<file path="src/core/switch_pkg.sv">
// Shared constants and types for the octal switch fault and shutdown logic.
package switch_pkg;

  localparam int NUM_OUT   = 8;
  localparam int WORD_BITS = 8;

  // clock and timing
  localparam int CLK_PERIOD_NS  = 40;
  localparam int BLANK_DELAY_NS = 25000;
  localparam int BLANK_CYCLES_I = (BLANK_DELAY_NS + CLK_PERIOD_NS - 1) / CLK_PERIOD_NS;
  localparam int TIMER_W        = 10;
  localparam logic [TIMER_W-1:0] BLANK_CYCLES = TIMER_W'(BLANK_CYCLES_I);

  // reset values
  localparam logic [WORD_BITS-1:0] CMD_ALL_OFF    = 8'hFF;
  localparam logic [WORD_BITS-1:0] STATUS_ALL_OFF = 8'hFF;

  // field positions in the synchronised input vector
  localparam int SYNC_W    = 22;
  localparam int POS_CS_N  = 21;
  localparam int POS_SCLK  = 20;
  localparam int POS_SI    = 19;
  localparam int POS_SFSEL = 18;
  localparam int POS_LUV   = 17;
  localparam int POS_LOV   = 16;
  localparam int POS_DRAIN = 8;
  localparam int POS_TEMP  = 0;
  // chip select idles high so reset must not look like a frame start
  localparam logic [SYNC_W-1:0] SYNC_RESET = 22'h200000;

  localparam logic [2:0] BIT_CNT_LAST = 3'h7;

  typedef enum logic {
    FRAME_IDLE   = 1'b0,
    FRAME_ACTIVE = 1'b1
  } frame_t;

endpackage

</file>
<file path="src/core/sync2.sv">
// Two flip-flop synchroniser for a vector of asynchronous levels.
module sync2 #(
  parameter int                  W         = 1,
  parameter logic [W-1:0]        RESET_VAL = '0
) (
  input  wire logic         clk,
  input  wire logic         rst_n,
  input  wire logic [W-1:0] d,
  output logic      [W-1:0] q
);

  logic [W-1:0] meta_q;
  logic [W-1:0] stable_q;

  always_ff @(posedge clk or negedge rst_n) begin
    if (!rst_n) begin
      meta_q   <= RESET_VAL;
      stable_q <= RESET_VAL;
    end else begin
      meta_q   <= d;
      stable_q <= meta_q;
    end
  end

  assign q = stable_q;

endmodule

</file>
<file path="src/core/blank_timer.sv">
// Retriggerable delay timer: running for the blanking time after start.
module blank_timer (
  input  wire logic clk,
  input  wire logic rst_n,
  input  wire logic start,
  output logic      running
);
  import switch_pkg::*;

  logic [TIMER_W-1:0] cnt_q;
  logic [TIMER_W-1:0] cnt_d;

  always_comb begin
    cnt_d = cnt_q;
    if (start) begin
      cnt_d = BLANK_CYCLES;
    end else if (cnt_q != '0) begin
      cnt_d = cnt_q - TIMER_W'(1);
    end
  end

  always_ff @(posedge clk or negedge rst_n) begin
    if (!rst_n) begin
      cnt_q <= '0;
    end else begin
      cnt_q <= cnt_d;
    end
  end

  assign running = (cnt_q != '0);

endmodule

</file>
<file path="src/core/octal_switch_fault_shutdown.sv">
// Per-output short, thermal and supply shutdown for an eight-channel switch.
//
// Contract
// - select rising edge turns on commanded outputs and starts per-output blanking timer
// - shutdown mode: short present at turn-on holds output on for blanking, then off
// - shutdown mode: short during blanking shuts down only once blanking expires
// - shutdown mode: short after blanking turns output off immediately
// - select high: overcurrent never disables output, it goes current-limited instead
// - select governs all eight outputs alike, each keeps its own shutdown latch
// - thermal and overvoltage shutdown ignore the short-fault select level
// - select high: output recovers by itself when short goes, unless thermally latched
// - shutdown mode: after short shutdown output stays off until next write
// - shutdown mode: with a persistent short each write commanding on retries for blanking then off
// - logic undervoltage switches all outputs off, status register reads all off
// - load undervoltage causes no shutdown, outputs keep following command word
// - load overvoltage turns all outputs off, latched until a new command word
// - overcurrent and thermal faults report the same status bit value
// - enabled output with drain above threshold is a short
// - command bit high disables output, open load checked on disabled outputs only
// - after overvoltage the next write shifts out all ones
// - open-load results ignored until fault delay timer from select rise elapses
module octal_switch_fault_shutdown (
  input  wire logic                          CLK,
  input  wire logic                          RST_N,
  input  wire logic                          CHIP_SELECT_N,
  input  wire logic                          SCLK,
  input  wire logic                          SI,
  output logic                               SO,
  output logic                               SO_OE,
  input  wire logic                          SHORT_FAULT_SHUTDOWN_SELECT,
  input  wire logic [switch_pkg::NUM_OUT-1:0] DRAIN_ABOVE_FAULT_THRESHOLD,
  input  wire logic [switch_pkg::NUM_OUT-1:0] OVER_TEMP,
  input  wire logic                          LOGIC_UNDERVOLTAGE,
  input  wire logic                          LOAD_OVERVOLTAGE,
  output logic      [switch_pkg::NUM_OUT-1:0] GATE_ON,
  output logic      [switch_pkg::NUM_OUT-1:0] CURRENT_LIMIT
);
  import switch_pkg::*;

  // synchronised pins
  logic [SYNC_W-1:0]  raw_in;
  logic [SYNC_W-1:0]  sync_in;
  logic               cs_n_s;
  logic               sclk_s;
  logic               si_s;
  logic               sfsel_s;
  logic               luv_s;
  logic               lov_s;
  logic [NUM_OUT-1:0] drain_s;
  logic [NUM_OUT-1:0] temp_s;

  // link state
  frame_t               frame_q;
  frame_t               frame_d;
  logic [WORD_BITS-1:0] sr_q;
  logic [WORD_BITS-1:0] sr_d;
  logic [2:0]           cnt_q;
  logic [2:0]           cnt_d;
  logic                 word_q;
  logic                 word_d;
  logic                 cs_prev_q;
  logic                 cs_prev_d;
  logic                 sclk_prev_q;
  logic                 sclk_prev_d;
  logic                 so_q;
  logic                 so_d;
  logic                 so_oe_q;
  logic                 so_oe_d;
  logic                 cs_fall;
  logic                 cs_rise;
  logic                 sclk_rise;
  logic                 sclk_fall;
  logic                 cmd_write;
  logic [WORD_BITS-1:0] status_word;

  // output control state
  logic [NUM_OUT-1:0] cmd_q;
  logic [NUM_OUT-1:0] cmd_d;
  logic [NUM_OUT-1:0] short_q;
  logic [NUM_OUT-1:0] short_d;
  logic [NUM_OUT-1:0] therm_q;
  logic [NUM_OUT-1:0] therm_d;
  logic               ov_q;
  logic               ov_d;
  logic [NUM_OUT-1:0] gate_q;
  logic [NUM_OUT-1:0] gate_d;
  logic [NUM_OUT-1:0] ilim_q;
  logic [NUM_OUT-1:0] ilim_d;
  logic [NUM_OUT-1:0] blank_start;
  logic [NUM_OUT-1:0] blank_run;
  logic               fault_start;
  logic               fault_run;

  assign raw_in = {CHIP_SELECT_N, SCLK, SI, SHORT_FAULT_SHUTDOWN_SELECT,
                   LOGIC_UNDERVOLTAGE, LOAD_OVERVOLTAGE,
                   DRAIN_ABOVE_FAULT_THRESHOLD, OVER_TEMP};

  // every pin passes two flops; select and clock edges are found on the synced copies
  sync2 #(
    .W         (SYNC_W),
    .RESET_VAL (SYNC_RESET)
  ) u_sync (
    .clk   (CLK),
    .rst_n (RST_N),
    .d     (raw_in),
    .q     (sync_in)
  );

  assign cs_n_s  = sync_in[POS_CS_N];
  assign sclk_s  = sync_in[POS_SCLK];
  assign si_s    = sync_in[POS_SI];
  assign sfsel_s = sync_in[POS_SFSEL];
  assign luv_s   = sync_in[POS_LUV];
  assign lov_s   = sync_in[POS_LOV];
  assign drain_s = sync_in[POS_DRAIN +: NUM_OUT];
  assign temp_s  = sync_in[POS_TEMP +: NUM_OUT];

  // edge of a synchronised level against its value one clock earlier
  function automatic logic level_rise(input logic prev, input logic now);
    return ~prev & now;
  endfunction

  function automatic logic level_fall(input logic prev, input logic now);
    return prev & ~now;
  endfunction

  assign cs_fall   = level_fall(cs_prev_q, cs_n_s);
  assign cs_rise   = level_rise(cs_prev_q, cs_n_s);
  assign sclk_rise = level_rise(sclk_prev_q, sclk_s);
  assign sclk_fall = level_fall(sclk_prev_q, sclk_s);

  // blanking timers, one per output so each output times out on its own
  for (genvar i = 0; i < NUM_OUT; i++) begin : g_blank
    blank_timer u_blank (
      .clk     (CLK),
      .rst_n   (RST_N),
      .start   (blank_start[i]),
      .running (blank_run[i])
    );
  end

  // shared filter for the open-load comparators
  blank_timer u_fault_delay (
    .clk     (CLK),
    .rst_n   (RST_N),
    .start   (fault_start),
    .running (fault_run)
  );

  // status captured at frame start
  // read at the select fall, so it reflects the previous command word
  always_comb begin
    status_word = '0;
    for (int i = 0; i < NUM_OUT; i++) begin
      if (cmd_q[i]) begin
        // off output: drain below threshold is an open load, once filtered
        status_word[i] = ~(~fault_run & ~drain_s[i]);
      end else begin
        // shutdown, thermal latch and current limit all read the same
        status_word[i] = ~gate_q[i] | ilim_q[i];
      end
    end
    if (ov_q) begin
      status_word = STATUS_ALL_OFF;
    end
  end

  // serial link: SI taken on SCLK fall, SO moves on SCLK rise
  always_comb begin
    frame_d     = frame_q;
    sr_d        = sr_q;
    cnt_d       = cnt_q;
    word_d      = word_q;
    so_d        = so_q;
    so_oe_d     = ~cs_n_s;
    cs_prev_d   = cs_n_s;
    sclk_prev_d = sclk_s;
    cmd_write   = 1'b0;
    if (luv_s) begin
      // frame in progress is dropped; nothing is trustworthy under low logic supply
      frame_d = FRAME_IDLE;
      sr_d    = STATUS_ALL_OFF;
      so_d    = 1'b1;
      cnt_d   = '0;
      word_d  = 1'b0;
    end else begin
      case (frame_q)
        FRAME_IDLE: begin
          if (cs_fall) begin
            frame_d = FRAME_ACTIVE;
            sr_d    = status_word;
            so_d    = status_word[WORD_BITS-1];
            cnt_d   = '0;
            word_d  = 1'b0;
          end
        end
        FRAME_ACTIVE: begin
          if (cs_rise) begin
            frame_d = FRAME_IDLE;
            // partial bytes are discarded; cascaded frames keep the last byte
            cmd_write = word_q && (cnt_q == '0);
          end else begin
            if (sclk_rise) begin
              // host samples on its falling edge, one clock after this update
              so_d = sr_q[WORD_BITS-1];
            end
            if (sclk_fall) begin
              sr_d  = {sr_q[WORD_BITS-2:0], si_s};
              cnt_d = 3'(cnt_q + 3'h1);
              if (cnt_q == BIT_CNT_LAST) begin
                word_d = 1'b1;
              end
            end
          end
        end
        default: frame_d = FRAME_IDLE;
      endcase
    end
  end

  always_ff @(posedge CLK or negedge RST_N) begin
    if (!RST_N) begin
      frame_q     <= FRAME_IDLE;
      sr_q        <= STATUS_ALL_OFF;
      cnt_q       <= '0;
      word_q      <= 1'b0;
      so_q        <= 1'b1;
      so_oe_q     <= 1'b0;
      cs_prev_q   <= 1'b1;
      sclk_prev_q <= 1'b0;
    end else begin
      frame_q     <= frame_d;
      sr_q        <= sr_d;
      cnt_q       <= cnt_d;
      word_q      <= word_d;
      so_q        <= so_d;
      so_oe_q     <= so_oe_d;
      cs_prev_q   <= cs_prev_d;
      sclk_prev_q <= sclk_prev_d;
    end
  end

  // output control
  always_comb begin
    cmd_d       = cmd_q;
    short_d     = short_q;
    therm_d     = therm_q | temp_s;
    ov_d        = ov_q | lov_s;
    blank_start = '0;
    fault_start = 1'b0;
    if (cmd_write) begin
      // load undervoltage has no input here: command always applies
      cmd_d       = sr_q;
      short_d     = '0;
      therm_d     = temp_s;
      ov_d        = lov_s;
      blank_start = ~sr_q;
    end
    // open-load filter restarts on every select rise, refused frames included
    if (cs_rise) begin
      fault_start = 1'b1;
    end
    // set after clear so a short on the write edge is not lost
    // drain_s lags the gate by the sync stages; blanking hides that lag
    for (int i = 0; i < NUM_OUT; i++) begin
      if (~sfsel_s && gate_q[i] && ~blank_run[i] && drain_s[i]) begin
        short_d[i] = 1'b1;
      end
    end
    if (luv_s) begin
      cmd_d   = CMD_ALL_OFF;
      short_d = '0;
    end
    // latches gate the output directly; select high never sets a short latch
    gate_d = ~cmd_d & ~short_d & ~therm_d & ~{NUM_OUT{ov_d}};
    ilim_d = {NUM_OUT{sfsel_s}} & gate_d & drain_s;
  end

  always_ff @(posedge CLK or negedge RST_N) begin
    if (!RST_N) begin
      cmd_q   <= CMD_ALL_OFF;
      short_q <= '0;
      therm_q <= '0;
      ov_q    <= 1'b0;
      gate_q  <= '0;
      ilim_q  <= '0;
    end else begin
      cmd_q   <= cmd_d;
      short_q <= short_d;
      therm_q <= therm_d;
      ov_q    <= ov_d;
      gate_q  <= gate_d;
      ilim_q  <= ilim_d;
    end
  end

  assign SO            = so_q;
  assign SO_OE         = so_oe_q;
  assign GATE_ON       = gate_q;
  assign CURRENT_LIMIT = ilim_q;

endmodule

</file>
<file path="config.mk">
export PLATFORM = sky130hd
export DESIGN_NAME = octal_switch_fault_shutdown
export DESIGN_NICKNAME = d
export VERILOG_FILES = /design/src/core/switch_pkg.sv /design/src/core/sync2.sv /design/src/core/blank_timer.sv /design/src/core/octal_switch_fault_shutdown.sv
export SDC_FILE = /design/constraint.sdc
export NUM_CORES = 1
export LEC_CHECK = 0
export BUFFER_PORTS_ARGS = -buffer_cell sky130_fd_sc_hd__buf_4
export CORE_ASPECT_RATIO = 0.6
export CORE_MARGIN = 2
export CORE_UTILIZATION = 45
export DETAILED_ROUTE_END_ITERATION = 8
export GPL_TIMING_DRIVEN = 0
export MAX_ROUTING_LAYER = met4
export PLACE_DENSITY = 0.68
export SYNTH_ARGS = -nofsm -noshare
export SYNTH_HDL_FRONTEND = slang
export SYNTH_HIERARCHICAL = 1
export SYNTH_SLANG_ARGS = --single-unit
</file>
<file path="constraint.sdc">
create_clock -name CLK -period 2.25 [get_ports CLK]
set_clock_uncertainty 0.1 [all_clocks]
set_input_delay 0.3375 -clock CLK [delete_from_list [all_inputs] [get_ports CLK]]
set_output_delay 0.3375 -clock CLK [all_outputs]
set_load 0.02 [all_outputs]
</file>
**Yosys cells after proc, flatten, opt, wreduce, memory -nomap -nowiden**

Cells that the tools add are included.

- Bits in registers: 192
- Bits of input ports: 24
- Logic and storage cells: 230

- $add $sub $neg: 10
- Muxes and demuxes: 71
- Reduce and logical (&&, ||, !) cells: 47
- Eq/ne operators: 6
- Bitwise operators: 71

Operators with widths:

| kind | count |
|---|---|
| $mux W10 | 18 |
| $reduce_bool A10 Y1 | 9 |
| $sub A10 B1 Y10 const B | 9 |
| $mux W8 | 11 |
| $and A8 B8 Y8 | 5 |
| $not A8 Y8 | 5 |
| $not A1 Y1 | 39 |
| $mux W1 | 33 |
| $logic_and A1 B1 Y1 | 25 |
| $reduce_bool A2 Y1 | 9 |
| $pmux W8 S2 | 1 |
| $and A1 B1 Y1 | 12 |
| $mux W3 | 4 |
| $ne A3 B1 Y1 const B | 3 |
| $or A1 B1 Y1 | 9 |
| $or A8 B8 Y8 | 1 |
| $ne A3 B2 Y1 const B | 2 |
| $pmux W1 S2 | 3 |
| $pmux W3 S2 | 1 |
| $reduce_and A3 Y1 | 2 |
| $reduce_and A4 Y1 | 1 |
| $add A3 B1 Y3 const B | 1 |
| $eq A3 B3 Y1 const B | 1 |
| $logic_not A3 Y1 | 1 |

**Depth between registers and ports, before layout**

Gate-level depths: netlist (run 1).

- Depth after elaboration: 14
- Gate-level depth with buffers: 10
- Depth with buffers taken out: 9

**Cells and area by module**

Netlist (run 1), hierarchy kept.

By module, submodules not included:

| module | instances | cells each | area an instance (µm²) |
|---|---|---|---|
| blank_timer | 9 | 55 | 550.5 |
| octal_switch_fault_shutdown | 1 | 248 | 2655.0 |
| sync2 | 1 | 44 | 1103.6 |

**Worst setup path before layout (run 1)**

No wires, ideal clock.

- Path kind: reg-to-reg
- From: register g_blank[6].u_blank.cnt_q[0]
- To: register ilim_q[6], in the netlist CURRENT_LIMIT[6]
- Data required time: 2.029 ns
- Clock period less this slack: 2.348 ns
- Arrival: 2.127 ns
- Cell stages (with the launch flop): 9
- Slack: -0.098 ns
- Cells stage by stage: dfrtp_1 > inv_1 > ha_1 > or4b_4 > nor3_4 > inv_2 > nor4bb_1 > a2111oi_2 > and4b_1

- Cells in the longest elaborated chain, start to end: 12

RTL lines:

| item | line | RTL |
|---|---|---|
| start, declared | blank_timer.sv:10 | `logic [TIMER_W-1:0] cnt_q;` |
| start signal, assigned | blank_timer.sv:26 | `cnt_q <= cnt_d;` |
| $reduce_bool A10 Y1 | blank_timer.sv:30 | `assign running = (cnt_q != '0);` |
| named net blank_run[6] | octal_switch_fault_shutdown.sv:90 | `logic [NUM_OUT-1:0] blank_run;` |
| $not A1 Y1 | octal_switch_fault_shutdown.sv:266 | `if (~sfsel_s && gate_q[i] && ~blank_run[i] && drain_s[i]) begin` |
| $logic_and A1 B1 Y1 (2 in a row) | octal_switch_fault_shutdown.sv:266 |  |
| $mux W1 | octal_switch_fault_shutdown.sv:266 |  |
| $mux W8 | octal_switch_fault_shutdown.sv:270 | `if (luv_s) begin` |
| $not A8 Y8 | octal_switch_fault_shutdown.sv:275 | `gate_d = ~cmd_d & ~short_d & ~therm_d & ~{NUM_OUT{ov_d}};` |
| $and A8 B8 Y8 (3 in a row) | octal_switch_fault_shutdown.sv:275 |  |
| $and A8 B8 Y8 (2 in a row) | octal_switch_fault_shutdown.sv:276 | `ilim_d = {NUM_OUT{sfsel_s}} & gate_d & drain_s;` |
| named net ilim_d[6] | octal_switch_fault_shutdown.sv:88 | `logic [NUM_OUT-1:0] ilim_d;` |
| end signal, assigned | octal_switch_fault_shutdown.sv:293 | `ilim_q <= ilim_d;` |
| end, declared | octal_switch_fault_shutdown.sv:87 | `logic [NUM_OUT-1:0] ilim_q;` |

The timed path passes the listed nets, and every way through them passes these cells.
A chain may end at the register's enable or synchronous reset.

**Worst setup path after layout (run 1)**

- From: register g_blank[6].u_blank.cnt_q[0]
- To: register short_q[6]

- Cells in the longest elaborated chain, start to end: 6

RTL lines:

| item | line | RTL |
|---|---|---|
| $reduce_bool A10 Y1 | blank_timer.sv:30 |  |
| named net blank_run[6] | octal_switch_fault_shutdown.sv:90 |  |
| $not A1 Y1 | octal_switch_fault_shutdown.sv:266 |  |
| $logic_and A1 B1 Y1 (2 in a row) | octal_switch_fault_shutdown.sv:266 |  |
| $mux W1 | octal_switch_fault_shutdown.sv:266 |  |
| $mux W8 | octal_switch_fault_shutdown.sv:270 |  |
| named net short_d[6] | octal_switch_fault_shutdown.sv:80 | `logic [NUM_OUT-1:0] short_d;` |
| end signal, assigned | octal_switch_fault_shutdown.sv:289 | `short_q <= short_d;` |
| end, declared | octal_switch_fault_shutdown.sv:79 | `logic [NUM_OUT-1:0] short_q;` |

The timed path passes the listed nets, and every way through them passes these cells.

==> results of run 1 <==
-- path summary, 6_finish.rpt --
kind	from	to	depth (start not counted)	slack [ps]
min reg2reg	u_sync/meta_q[18]	u_sync/q[18]	0	250
min	u_sync/meta_q[18]	u_sync/q[18]	0	250
max	g_blank[6].u_blank/cnt_q[0]	short_q[6]	9	8
max in group asynchronous	RST_N	g_blank[3].u_blank/cnt_q[3]	3	760
max reg2reg	g_blank[6].u_blank/cnt_q[0]	short_q[6]	9	8
min in group asynchronous	RST_N	g_blank[5].u_blank/cnt_q[6]	2	330
-- per-stage QoR --
step	total power, mW	hold WS (ps)	util [%]
final	7.93	249	56.3
after CTS	7.97	251	54.8
after floorplan	4.53	-58.1	-
after detailed placement	4.82	235	49.4
after global routing	8.31	259	56.3
after global placement	4.79	234	49.2
-- registers in the layout (all words and copies together) (netlist names), 3 cells and up --
name,cells
sr_q,8
cmd_q,8
g_blank.u_blank/cnt_q,80
u_sync/meta_q,22
u_sync/q,22
u_fault_delay/cnt_q,10
therm_q,8
CURRENT_LIMIT,8
short_q,8
cnt_q,3
GATE_ON,8
-- cells by family (layout without fill, tap and decap cells) --
group | Yosys count | count (layout) | share of synthesized area [%]
AND/OR/NAND/NOR | 335 | 335 | 24.7
multiplexers | 18 | 18 | 2.07
XOR/XNOR | 27 | 27 | 2.71
buffers and inverters | 62 | 200 | 2.89
adder cells (fa/ha/maj) | 12 | 12 | 1.72
flip-flops | 192 | 192 | 55.4
AO/OA/AOI/OAI | 141 | 141 | 10.5
-- cells in the mapped netlist, types with 2 or more instances --
master                     count
sky130_fd_sc_hd__o31ai_1       9
sky130_fd_sc_hd__or3_1        20
sky130_fd_sc_hd__a21oi_1      48
sky130_fd_sc_hd__inv_1        33
sky130_fd_sc_hd__buf_2         3
sky130_fd_sc_hd__a211o_1       9
sky130_fd_sc_hd__o22a_1        7
sky130_fd_sc_hd__nor3_4        9
sky130_fd_sc_hd__nor4bb_1      3
sky130_fd_sc_hd__o21ai_0      29
sky130_fd_sc_hd__or3_2         9
sky130_fd_sc_hd__nor4_1       11
sky130_fd_sc_hd__buf_1         9
sky130_fd_sc_hd__clkbuf_1      5
sky130_fd_sc_hd__inv_2        10
sky130_fd_sc_hd__nand2b_1     19
sky130_fd_sc_hd__dfstp_2      20
sky130_fd_sc_hd__nor3b_1      17
sky130_fd_sc_hd__o221a_2       6
sky130_fd_sc_hd__nand4_1       2
sky130_fd_sc_hd__o211ai_1      9
sky130_fd_sc_hd__nor2b_1      10
sky130_fd_sc_hd__a21o_1        9
sky130_fd_sc_hd__or4_1        16
sky130_fd_sc_hd__dfrtp_1     172
sky130_fd_sc_hd__ha_1         12
sky130_fd_sc_hd__nor4b_1      10
sky130_fd_sc_hd__a31oi_1       3
sky130_fd_sc_hd__xnor2_1       9
sky130_fd_sc_hd__nor2_1       76
sky130_fd_sc_hd__nand2_1      36
sky130_fd_sc_hd__or4b_4        9
sky130_fd_sc_hd__nor3_1       38
sky130_fd_sc_hd__xor2_1       18
sky130_fd_sc_hd__nand3b_1      9
sky130_fd_sc_hd__or4_4        18
sky130_fd_sc_hd__buf_6         2
sky130_fd_sc_hd__and3_1       10
sky130_fd_sc_hd__a211oi_1      9
sky130_fd_sc_hd__or2b_1        9
sky130_fd_sc_hd__mux2i_1      18
-- layer usage --
metal	vias to the layer above	track usage, %	share of wire [%]
met5	-	-	0
met4	0	6.13	1.2
met3	16	3.21	4.2
met2	132	24.7	42
met1	3138	31.1	53
li1	3109	-	-
-- area by class of cell --
type / instances / share of cell area (%)
multi-input cells: 533 / 35.7
repair buffers: 107 / 8.31
clock buffers: 18 / 4.01
plain buffers: 18 / 1.08
clock inverters: 14 / 1.35
well taps: 246 / 2.88
flip-flops and latches: 192 / 45.2
inverters: 43 / 1.51
-- power groups by stage --
stage / clock [mW] / sequential [mW] / combinational, mW
6_report: 3.01 / 3.75 / 1.17
5_1_grt: 3.23 / 3.77 / 1.31
4_1_cts: 3.09 / 3.74 / 1.14
3_5_place_dp: 0 / 3.81 / 1.01
3_3_place_gp: 0 / 3.81 / 0.973
2_1_floorplan: 0 / 3.77 / 0.760
-- worst register-to-register path: stages, from the launching register on --
cell and delay [ps]:
sky130_fd_sc_hd__dfrtp_1 400, sky130_fd_sc_hd__inv_2 80, sky130_fd_sc_hd__ha_4 140, sky130_fd_sc_hd__or4b_4 490
sky130_fd_sc_hd__nor3_4 240, sky130_fd_sc_hd__inv_2 100, sky130_fd_sc_hd__nor4bb_4 330, sky130_fd_sc_hd__buf_4 170
sky130_fd_sc_hd__a21oi_2 30, sky130_fd_sc_hd__nor2_1 100
-- what timing repair did --
item	in CTS	in global routing
buffers inserted	20	22
pin swaps	12	16
hold endpoints to repair	89	0
resized for setup	20	40
hold buffers	23	0
cloned	0	0
setup endpoints to repair	101	94
==> impl_metrics.py, run 1 <==
metrics = {
    "run_status": {
        "run_status": "finished clean",
    },
    "worst_hold_path": {
        "min_path_type": "register to register",
    },
    "final_layout": {
        "layout.cell_area.non_filler_um2": 10700,
        "layout.cells.non_filler": 1171,
        "fillerInstances": 1583,
        "layout-drive-gt1-share_pct": 26.3,
        "fin_nets": 948,
        "area.sequential_um2": 4830,
        "commonest_non_fill_non_tap_cells_in_the_layout": "172 x sky130_fd_sc_hd__dfrtp_1, 82 x sky130_fd_sc_hd__buf_4, 76 x sky130_fd_sc_hd__nor2_1",
        "multi_input_area_um2": 3820,
        "most_common_cell_after_layout_fill_and_taps_aside": "sky130_fd_sc_hd__dfrtp_1",
        "area_growth_pct": 22.7,
        "antennaDiodeCount": 0,
    },
    "timing": {
        "final-hold-violation-count": 0,
        "final-setup-viol-count": 0,
        "achievable-frequency_ghz": 0.446,
        "slew_violations": 0,
        "final_period_minus_worst_setup_slack_ps": 2240,
        "max_slew_margin_pct": 39.6,
        "min_period_over_period_pct": 99.7,
        "tns_ps": 0,
        "rsz_0062_raised_after_global_routing": "yes",
        "tightestPinTransition_ps": 898,
        "worst_slack_ps": 7.76,
    },
    "critical_path": {
        "cp.required_ps": 2520,
        "wp_buf_inv": 3,
        "most_used_cell_cp": "sky130_fd_sc_hd__inv_2",
        "timing.critical_path.slowest_stage_cell": "sky130_fd_sc_hd__or4b_4",
        "end_kind": "register",
        "start_kind": "register",
        "worst_ep_arrival_time_ps": 2510,
        "cp_top_family": "simple AND/OR/NAND/NOR gates",
        "crit_path_max_incr_delay_ps": 490,
        "worstPathCellList": "inv_2, ha_4, or4b_4, nor3_4, inv_2, nor4bb_4, buf_4, a21oi_2, nor2_1",
        "setup.worst_path.class": "register to register",
        "critPathMaxFanout": 4,
    },
    "synth": {
        "post_synthesis_cell_count": 787,
        "syn-mean-instance-area_um2": 11.1,
        "ys_seq_area_share_pct": 55.4,
        "post_synth_instance_area_um2": 8710,
        "leading_register_cell_type_out_of_synthesis": "sky130_fd_sc_hd__dfrtp_1",
        "yosys.area.top_type": "sky130_fd_sc_hd__dfrtp_1",
        "synth-edff-count": 0,
        "yosys.cell_types.count": 48,
        "netlist_top_cells_area": "sky130_fd_sc_hd__dfrtp_1 49%, sky130_fd_sc_hd__dfstp_2 6.0%, sky130_fd_sc_hd__nor2_1 3.3%",
        "yosys_register_bits": 192,
        "syn-num-nets": 823,
        "synth-async-reset-ratio_pct": 100,
        "post_synth_top_area_share_pct": 49.4,
        "synth.yosys.warnings": 6,
    },
    "drt": {
        "drt_pre_antenna_iters": 5,
        "ant_nets": 0,
        "routed_wire_length_per_instance_um": 16.3,
        "routed_wirelength_um": 19100,
        "vias": 6395,
        "drcViolationCount": 0,
        "routed_via_density": 5.46,
        "detail_route.iter0.violations": 391,
    },
    "power_and_ir_drop": {
        "power.ir.vdd_worst_mv": 0.571,
        "power_frac_comb_pct": 14.7,
        "cellInternalPower_mw": 5.76,
        "switchingPower_mw": 2.17,
        "share_clk_of_total_power_pct": 38.0,
        "power.density_nw_per_um2": 742,
        "p_leak_nw": 5.08,
        "power_switching_share_pct": 27.3,
        "seqPwrFrac_pct": 47.3,
    },
    "floorplanning": {
        "initial_utilization_pct": 45.9,
        "chip_height_um": 112,
        "horizontal_die_dimension_um": 184,
        "floorplan.rows": 39,
        "placeableCoreArea_um2": 19000,
        "dieArea_um2": 20500,
        "design.portCount": 42,
    },
    "global_route": {
        "grt_pass1_vias": 5780,
        "antenna_found_initial": 0,
        "wire_length_of_the_first_global_routing_pass_um": 30400,
        "grt_overflow_total": 0,
        "grt.total_usage_pct": 19.5,
        "largest_net_degree_at_the_start_of_global_routing": 123,
    },
    "cts": {
        "cts.sink_count": 192,
        "tritoncts": "done",
        "clk_pin_slew_worst_paths_ps": 70,
        "clk_tree_root_cell": "sky130_fd_sc_hd__clkbuf_16",
        "cts-htree-levels": 4,
        "clk_path_buf_depth": 2,
        "clock_latency_ps": 440,
        "cts_made_buffers": 17,
    },
    "placed_design": {
        "dpl.hpwl_um": 12100,
        "globalplace.congestion": 0.816,
        "place.port_buffers": 41,
        "placement.setup.worst_slack_ps": -401,
        "placed_area_um2": 9390,
        "placed_cells": 1075,
    },
    "job": {
        "timing.max_cap.violations": 0,
    },
}
No activity file was read; power rests on OpenSTA's default activity.
==> run 2: changes to the inputs <==
--- a/config.mk
+++ b/config.mk
@@ -6,13 +6,15 @@
 export NUM_CORES = 1
 export LEC_CHECK = 0
 export BUFFER_PORTS_ARGS = -buffer_cell sky130_fd_sc_hd__buf_4
+export CELL_PAD_IN_SITES_DETAIL_PLACEMENT = 0
+export CELL_PAD_IN_SITES_GLOBAL_PLACEMENT = 1
 export CORE_ASPECT_RATIO = 0.6
 export CORE_MARGIN = 2
 export CORE_UTILIZATION = 45
 export DETAILED_ROUTE_END_ITERATION = 8
 export GPL_TIMING_DRIVEN = 0
 export MAX_ROUTING_LAYER = met4
-export PLACE_DENSITY = 0.68
+export PLACE_DENSITY = 0.8
 export SYNTH_ARGS = -nofsm -noshare
 export SYNTH_HDL_FRONTEND = slang
 export SYNTH_HIERARCHICAL = 1
==> impl_metrics.py, run 2 (synthesized netlist as in run 1, its figures left out) <==
metrics = {
    "drt": {
        "routed_wirelength_um": 18800,
        "ant_nets": 0,
        "routed_wire_length_per_instance_um": 16.2,
        "detail_route.iter0.violations": 440,
        "vias": 6283,
        "drcViolationCount": 0,
        "routed_via_density": 5.43,
        "drt_pre_antenna_iters": 6,
    },
    "timing": {
        "final-setup-viol-count": 0,
        "max_slew_margin_pct": 39.2,
        "slew_violations": 0,
        "final-hold-violation-count": 0,
        "tightestPinTransition_ps": 905,
        "worst_slack_ps": 12.3,
        "min_period_over_period_pct": 99.5,
        "final_period_minus_worst_setup_slack_ps": 2240,
        "tns_ps": 0,
        "achievable-frequency_ghz": 0.447,
        "rsz_0062_raised_after_global_routing": "yes",
    },
    "global_route": {
        "grtUsageMet2_pct": 25.8,
        "grt_pass1_vias": 6018,
        "grt_busiest_layer": "met1",
        "grt.met3_usage_pct": 4.22,
        "antenna_found_initial": 0,
        "grt_use_met1_pct": 31.5,
        "wire_length_of_the_first_global_routing_pass_um": 31500,
        "grt_overflow_total": 0,
        "grt.total_usage_pct": 20.0,
        "largest_net_degree_at_the_start_of_global_routing": 119,
    },
    "final_layout": {
        "most_common_cell_after_layout_fill_and_taps_aside": "sky130_fd_sc_hd__dfrtp_1",
        "largest_reg_flops": 80,
        "finished_core_util_pct": 56.5,
        "layout-drive-gt1-share_pct": 26.6,
        "antennaDiodeCount": 0,
        "multi_input_area_um2": 3900,
        "area_growth_pct": 23.1,
        "top_register": "g_blank.u_blank/cnt_q",
        "layout.cells.non_filler": 1157,
        "fillerInstances": 1591,
        "area.sequential_um2": 4830,
        "fin_nets": 934,
        "commonest_non_fill_non_tap_cells_in_the_layout": "172 x sky130_fd_sc_hd__dfrtp_1, 74 x sky130_fd_sc_hd__buf_4, 69 x sky130_fd_sc_hd__nor2_1",
    },
    "job": {
        "timing.max_cap.violations": 0,
    },
    "critical_path": {
        "crit_path_max_incr_delay_ps": 490,
        "worstPathCellList": "inv_2, ha_4, or4b_4, nor3_4, inv_2, nor4bb_4, buf_4, a21oi_2, nor2_1",
        "timing.critical_path.slowest_stage_cell": "sky130_fd_sc_hd__or4b_4",
        "start_kind": "register",
        "most_used_cell_cp": "sky130_fd_sc_hd__inv_2",
        "wp_buf_inv": 3,
        "critPathMaxFanout": 4,
        "cp.required_ps": 2510,
        "setup.worst_path.class": "register to register",
        "end_kind": "register",
        "worst_ep_arrival_time_ps": 2500,
        "cp_top_family": "simple AND/OR/NAND/NOR gates",
    },
    "cts": {
        "tritoncts": "done",
        "clk_pin_slew_worst_paths_ps": 70,
        "clk_path_buf_depth": 2,
        "cts_made_buffers": 17,
        "cts.sink_count": 192,
        "clk_tree_root_cell": "sky130_fd_sc_hd__clkbuf_16",
        "clock_latency_ps": 440,
        "cts-htree-levels": 4,
    },
    "power_and_ir_drop": {
        "design_power_total_mw": 8.04,
        "power.ir.vdd_worst_mv": 0.565,
        "p_leak_nw": 5.04,
        "power.density_nw_per_um2": 750,
    },
    "floorplanning": {
        "floorplan.rows": 39,
        "placeableCoreArea_um2": 19000,
        "dieArea_um2": 20500,
        "chip_height_um": 112,
        "design.portCount": 42,
        "initial_utilization_pct": 45.9,
        "horizontal_die_dimension_um": 184,
    },
    "placed_design": {
        "placement.setup.worst_slack_ps": -398,
        "dpl.hpwl_um": 12000,
        "placed_cells": 1075,
        "place.port_buffers": 41,
        "globalplace.congestion": 0.824,
    },
    "worst_hold_path": {
        "min_path_type": "register to register",
    },
    "run_status": {
        "run_status": "finished clean",
    },
}
[run 2: stage by stage]
step	cell area, um^2	hold slack (ps)
after floorplan	8730	-58.1
after global placement	9340	231
after detailed placement	9380	235
after CTS	10400	251
after global routing	10700	258
final	10700	248
[run 2: metal layers]
layer | wire (um) | up-vias
li1 | - | 3082
met1 | 10200 | 3066
met2 | 7560 | 119
met3 | 750 | 16
met4 | 216 | 0
met5 | 0 | -
[run 2: area by class of cell]
cell class	instances	share of cell area [%]
clock inverters	14	1.54
repair buffers	100	7.83
inverters	43	1.51
multi-input cells	533	36.4
plain buffers	11	0.805
flip-flops and latches	192	45.0
well taps	246	2.87
clock buffers	18	4.00
[run 2: where the power goes]
part	switching, mW	internal (mW)
Sequential	0.142	3.61
Combinational	0.597	0.606
Clock	1.49	1.60
Total	2.23	5.81
[run 2: worst paths after layout]
path	start	end	slack, ps	cells after the start
max	g_blank[6].u_blank/cnt_q[0]	short_q[6]	10	9
max reg2reg	g_blank[6].u_blank/cnt_q[0]	short_q[6]	10	9
min reg2reg	u_sync/meta_q[12]	u_sync/q[12]	250	0
min in group asynchronous	RST_N	g_blank[4].u_blank/cnt_q[9]	360	2
max in group asynchronous	RST_N	g_blank[6].u_blank/cnt_q[4]	710	3
min	u_sync/meta_q[12]	u_sync/q[12]	250	0
[run 2: worst register-to-register path, cell delays in order (launching register included)]
cell and delay (ps):
sky130_fd_sc_hd__dfrtp_1 390, sky130_fd_sc_hd__inv_2 90, sky130_fd_sc_hd__ha_4 130, sky130_fd_sc_hd__or4b_4 490, sky130_fd_sc_hd__nor3_4 220, sky130_fd_sc_hd__inv_2 90
sky130_fd_sc_hd__nor4bb_4 340, sky130_fd_sc_hd__buf_4 170, sky130_fd_sc_hd__a21oi_2 30, sky130_fd_sc_hd__nor2_1 110
[run 2: what timing repair did]
| item | CTS | global route |
|---|---|---|
| pin swaps | 12 | 29 |
| endpoints found under the setup margin | 98 | 86 |
| resized for setup | 37 | 44 |
| hold endpoints to repair | 94 | 0 |
| hold buffers | 23 | 0 |
| setup buffers | 18 | 17 |
==> run 3: changes to the inputs <==
--- a/config.mk
+++ b/config.mk
@@ -8,7 +8,6 @@
 export BUFFER_PORTS_ARGS = -buffer_cell sky130_fd_sc_hd__buf_4
 export CELL_PAD_IN_SITES_DETAIL_PLACEMENT = 0
 export CELL_PAD_IN_SITES_GLOBAL_PLACEMENT = 1
-export CORE_ASPECT_RATIO = 0.6
 export CORE_MARGIN = 2
 export CORE_UTILIZATION = 45
 export DETAILED_ROUTE_END_ITERATION = 8
==> impl_metrics.py, run 3 (synthesized netlist as in run 1, its figures left out) <==
metrics = {
    "run_status": {
        "run_status": "finished clean",
    },
    "floorplanning": {
        "placeableCoreArea_um2": 18800,
        "floorplan.rows": 50,
        "dieArea_um2": 20500,
        "chip_height_um": 143,
        "design.portCount": 42,
        "horizontal_die_dimension_um": 143,
        "initial_utilization_pct": 46.3,
    },
    "power_and_ir_drop": {
        "share_clk_of_total_power_pct": 38.4,
        "p_leak_nw": 5.05,
        "power.ir.vdd_worst_mv": 0.548,
        "switchingPower_mw": 2.13,
        "cellInternalPower_mw": 5.88,
        "seqPwrFrac_pct": 46.8,
        "power_frac_comb_pct": 14.8,
        "power_switching_share_pct": 26.6,
        "power.density_nw_per_um2": 751,
    },
    "timing": {
        "achievable-frequency_ghz": 0.450,
        "final-setup-viol-count": 0,
        "final-hold-violation-count": 0,
        "max_slew_margin_pct": 47.9,
        "worst_hold_slack_ps": 250,
        "worst_slack_ps": 29.6,
        "min_period_over_period_pct": 98.7,
        "slew_violations": 0,
        "rsz_0062_raised_after_global_routing": "yes",
        "final_period_minus_worst_setup_slack_ps": 2220,
        "tightestPinTransition_ps": 775,
    },
    "cts": {
        "clk_pin_slew_worst_paths_ps": 70,
        "cts_made_buffers": 17,
        "clock_latency_ps": 430,
        "tritoncts": "done",
        "clk_tree_root_cell": "sky130_fd_sc_hd__clkbuf_16",
        "clk_path_buf_depth": 2,
        "cts-htree-levels": 4,
        "cts.sink_count": 192,
    },
    "global_route": {
        "wire_length_of_the_first_global_routing_pass_um": 30500,
        "grt_overflow_total": 0,
        "antenna_found_initial": 0,
        "grt_pass1_vias": 6301,
        "grt.total_usage_pct": 19.4,
        "largest_net_degree_at_the_start_of_global_routing": 101,
    },
    "critical_path": {
        "critPathMaxFanout": 5,
        "most_used_cell_cp": "sky130_fd_sc_hd__inv_2",
        "cp_top_family": "simple AND/OR/NAND/NOR gates",
        "worst_ep_arrival_time_ps": 2440,
        "crit_path_max_incr_delay_ps": 500,
        "worstPathCellList": "inv_2, ha_4, or4b_4, nor3_4, inv_2, nor4bb_4, a2111oi_2, and4b_1",
        "start_kind": "register",
        "setup.worst_path.class": "register to register",
        "end_kind": "register",
        "timing.critical_path.slowest_stage_cell": "sky130_fd_sc_hd__or4b_4",
        "cp.required_ps": 2470,
        "wp_buf_inv": 2,
    },
    "drt": {
        "detail_route.iter0.violations": 333,
        "routed_via_density": 5.46,
        "ant_nets": 0,
        "routed_wirelength_um": 18400,
        "routed_wire_length_per_instance_um": 15.7,
        "drcViolationCount": 0,
        "drt_pre_antenna_iters": 4,
        "vias": 6410,
    },
    "placed_design": {
        "dpl.hpwl_um": 12100,
        "placed_area_um2": 9400,
        "place.port_buffers": 41,
        "globalplace.congestion": 0.825,
        "placed_cells": 1089,
        "placement.setup.worst_slack_ps": -396,
    },
    "final_layout": {
        "layout-drive-gt1-share_pct": 25.4,
        "layout.cell_area.non_filler_um2": 10700,
        "fillerInstances": 1583,
        "top_register": "g_blank.u_blank/cnt_q",
        "largest_reg_flops": 80,
        "fin_nets": 936,
        "area_growth_pct": 22.3,
        "antennaDiodeCount": 0,
        "finished_core_util_pct": 56.6,
        "commonest_non_fill_non_tap_cells_in_the_layout": "172 x sky130_fd_sc_hd__dfrtp_1, 76 x sky130_fd_sc_hd__nor2_1, 70 x sky130_fd_sc_hd__buf_4",
        "most_common_cell_after_layout_fill_and_taps_aside": "sky130_fd_sc_hd__dfrtp_1",
        "layout.cells.non_filler": 1173,
    },
    "worst_hold_path": {
        "min_path_type": "register to register",
    },
    "job": {
        "timing.max_cap.violations": 0,
    },
}
-- run 3: cell types whose count changed in the layout (fill, tap and decap cells not counted), sizes merged --
cell	change
buf	-6
bufinv	+1
clkbuf	+7
clkinv	+1
clkinvlp	-1
-- run 3: cell type report --
type	instances	area, um^2	area share (%)
plain buffers	18	123	1.15
clock buffers	17	425	3.99
clock inverters	15	171	1.61
inverters	43	161	1.51
multi-input cells	533	3820	35.9
flip-flops and latches	192	4830	45.3
well taps	260	325	3.05
repair buffers	95	798	7.49
-- run 3: power groups by stage --
stage               clock, mW  combinational [mW]  sequential (mW)
detailed placement          0                1.01             3.81
global placement            0               0.963             3.80
global route             3.29                1.33             3.76
floorplan                   0               0.760             3.77
CTS                      3.14                1.15             3.74
finish                   3.07                1.18             3.75
-- run 3: metal layers --
layer  track usage, %  share of wire [%]  vias up
met2             31.4                 50       94
met5                -                  0        -
met1             24.7                 46     3232
met3             3.86                3.0       20
li1                 -                  -     3064
met4             6.31                1.5        0
-- run 3: what timing repair did --
item | 4_1_cts | 5_1_grt
hold buffers | 23 | 0
buffers inserted | 16 | 14
pin swaps | 12 | 8
endpoints found under the setup margin | 99 | 87
gates resized for setup | 24 | 35
hold endpoints to repair | 110 | 0
-- run 3: path summary, 6_finish.rpt --
kind | depth (start not counted) | endpoint | slack, ps | startpoint
max in group asynchronous | 3 | cmd_q[5] | 700 | RST_N
min in group asynchronous | 2 | u_fault_delay/cnt_q[4] | 410 | RST_N
min reg2reg | 0 | u_sync/q[4] | 250 | u_sync/meta_q[4]
max reg2reg | 8 | CURRENT_LIMIT[6] | 30 | g_blank[6].u_blank/cnt_q[0]
min | 0 | u_sync/q[4] | 250 | u_sync/meta_q[4]
max | 8 | CURRENT_LIMIT[6] | 30 | g_blank[6].u_blank/cnt_q[0]
-- run 3: per-stage QoR --
step	setup TNS (ps)	total power, mW
CTS	0	8.03
finish	0	8.00
floorplan	-1.78	4.53
global placement	-88960	4.77
detailed placement	-20810	4.83
global route	-140	8.39
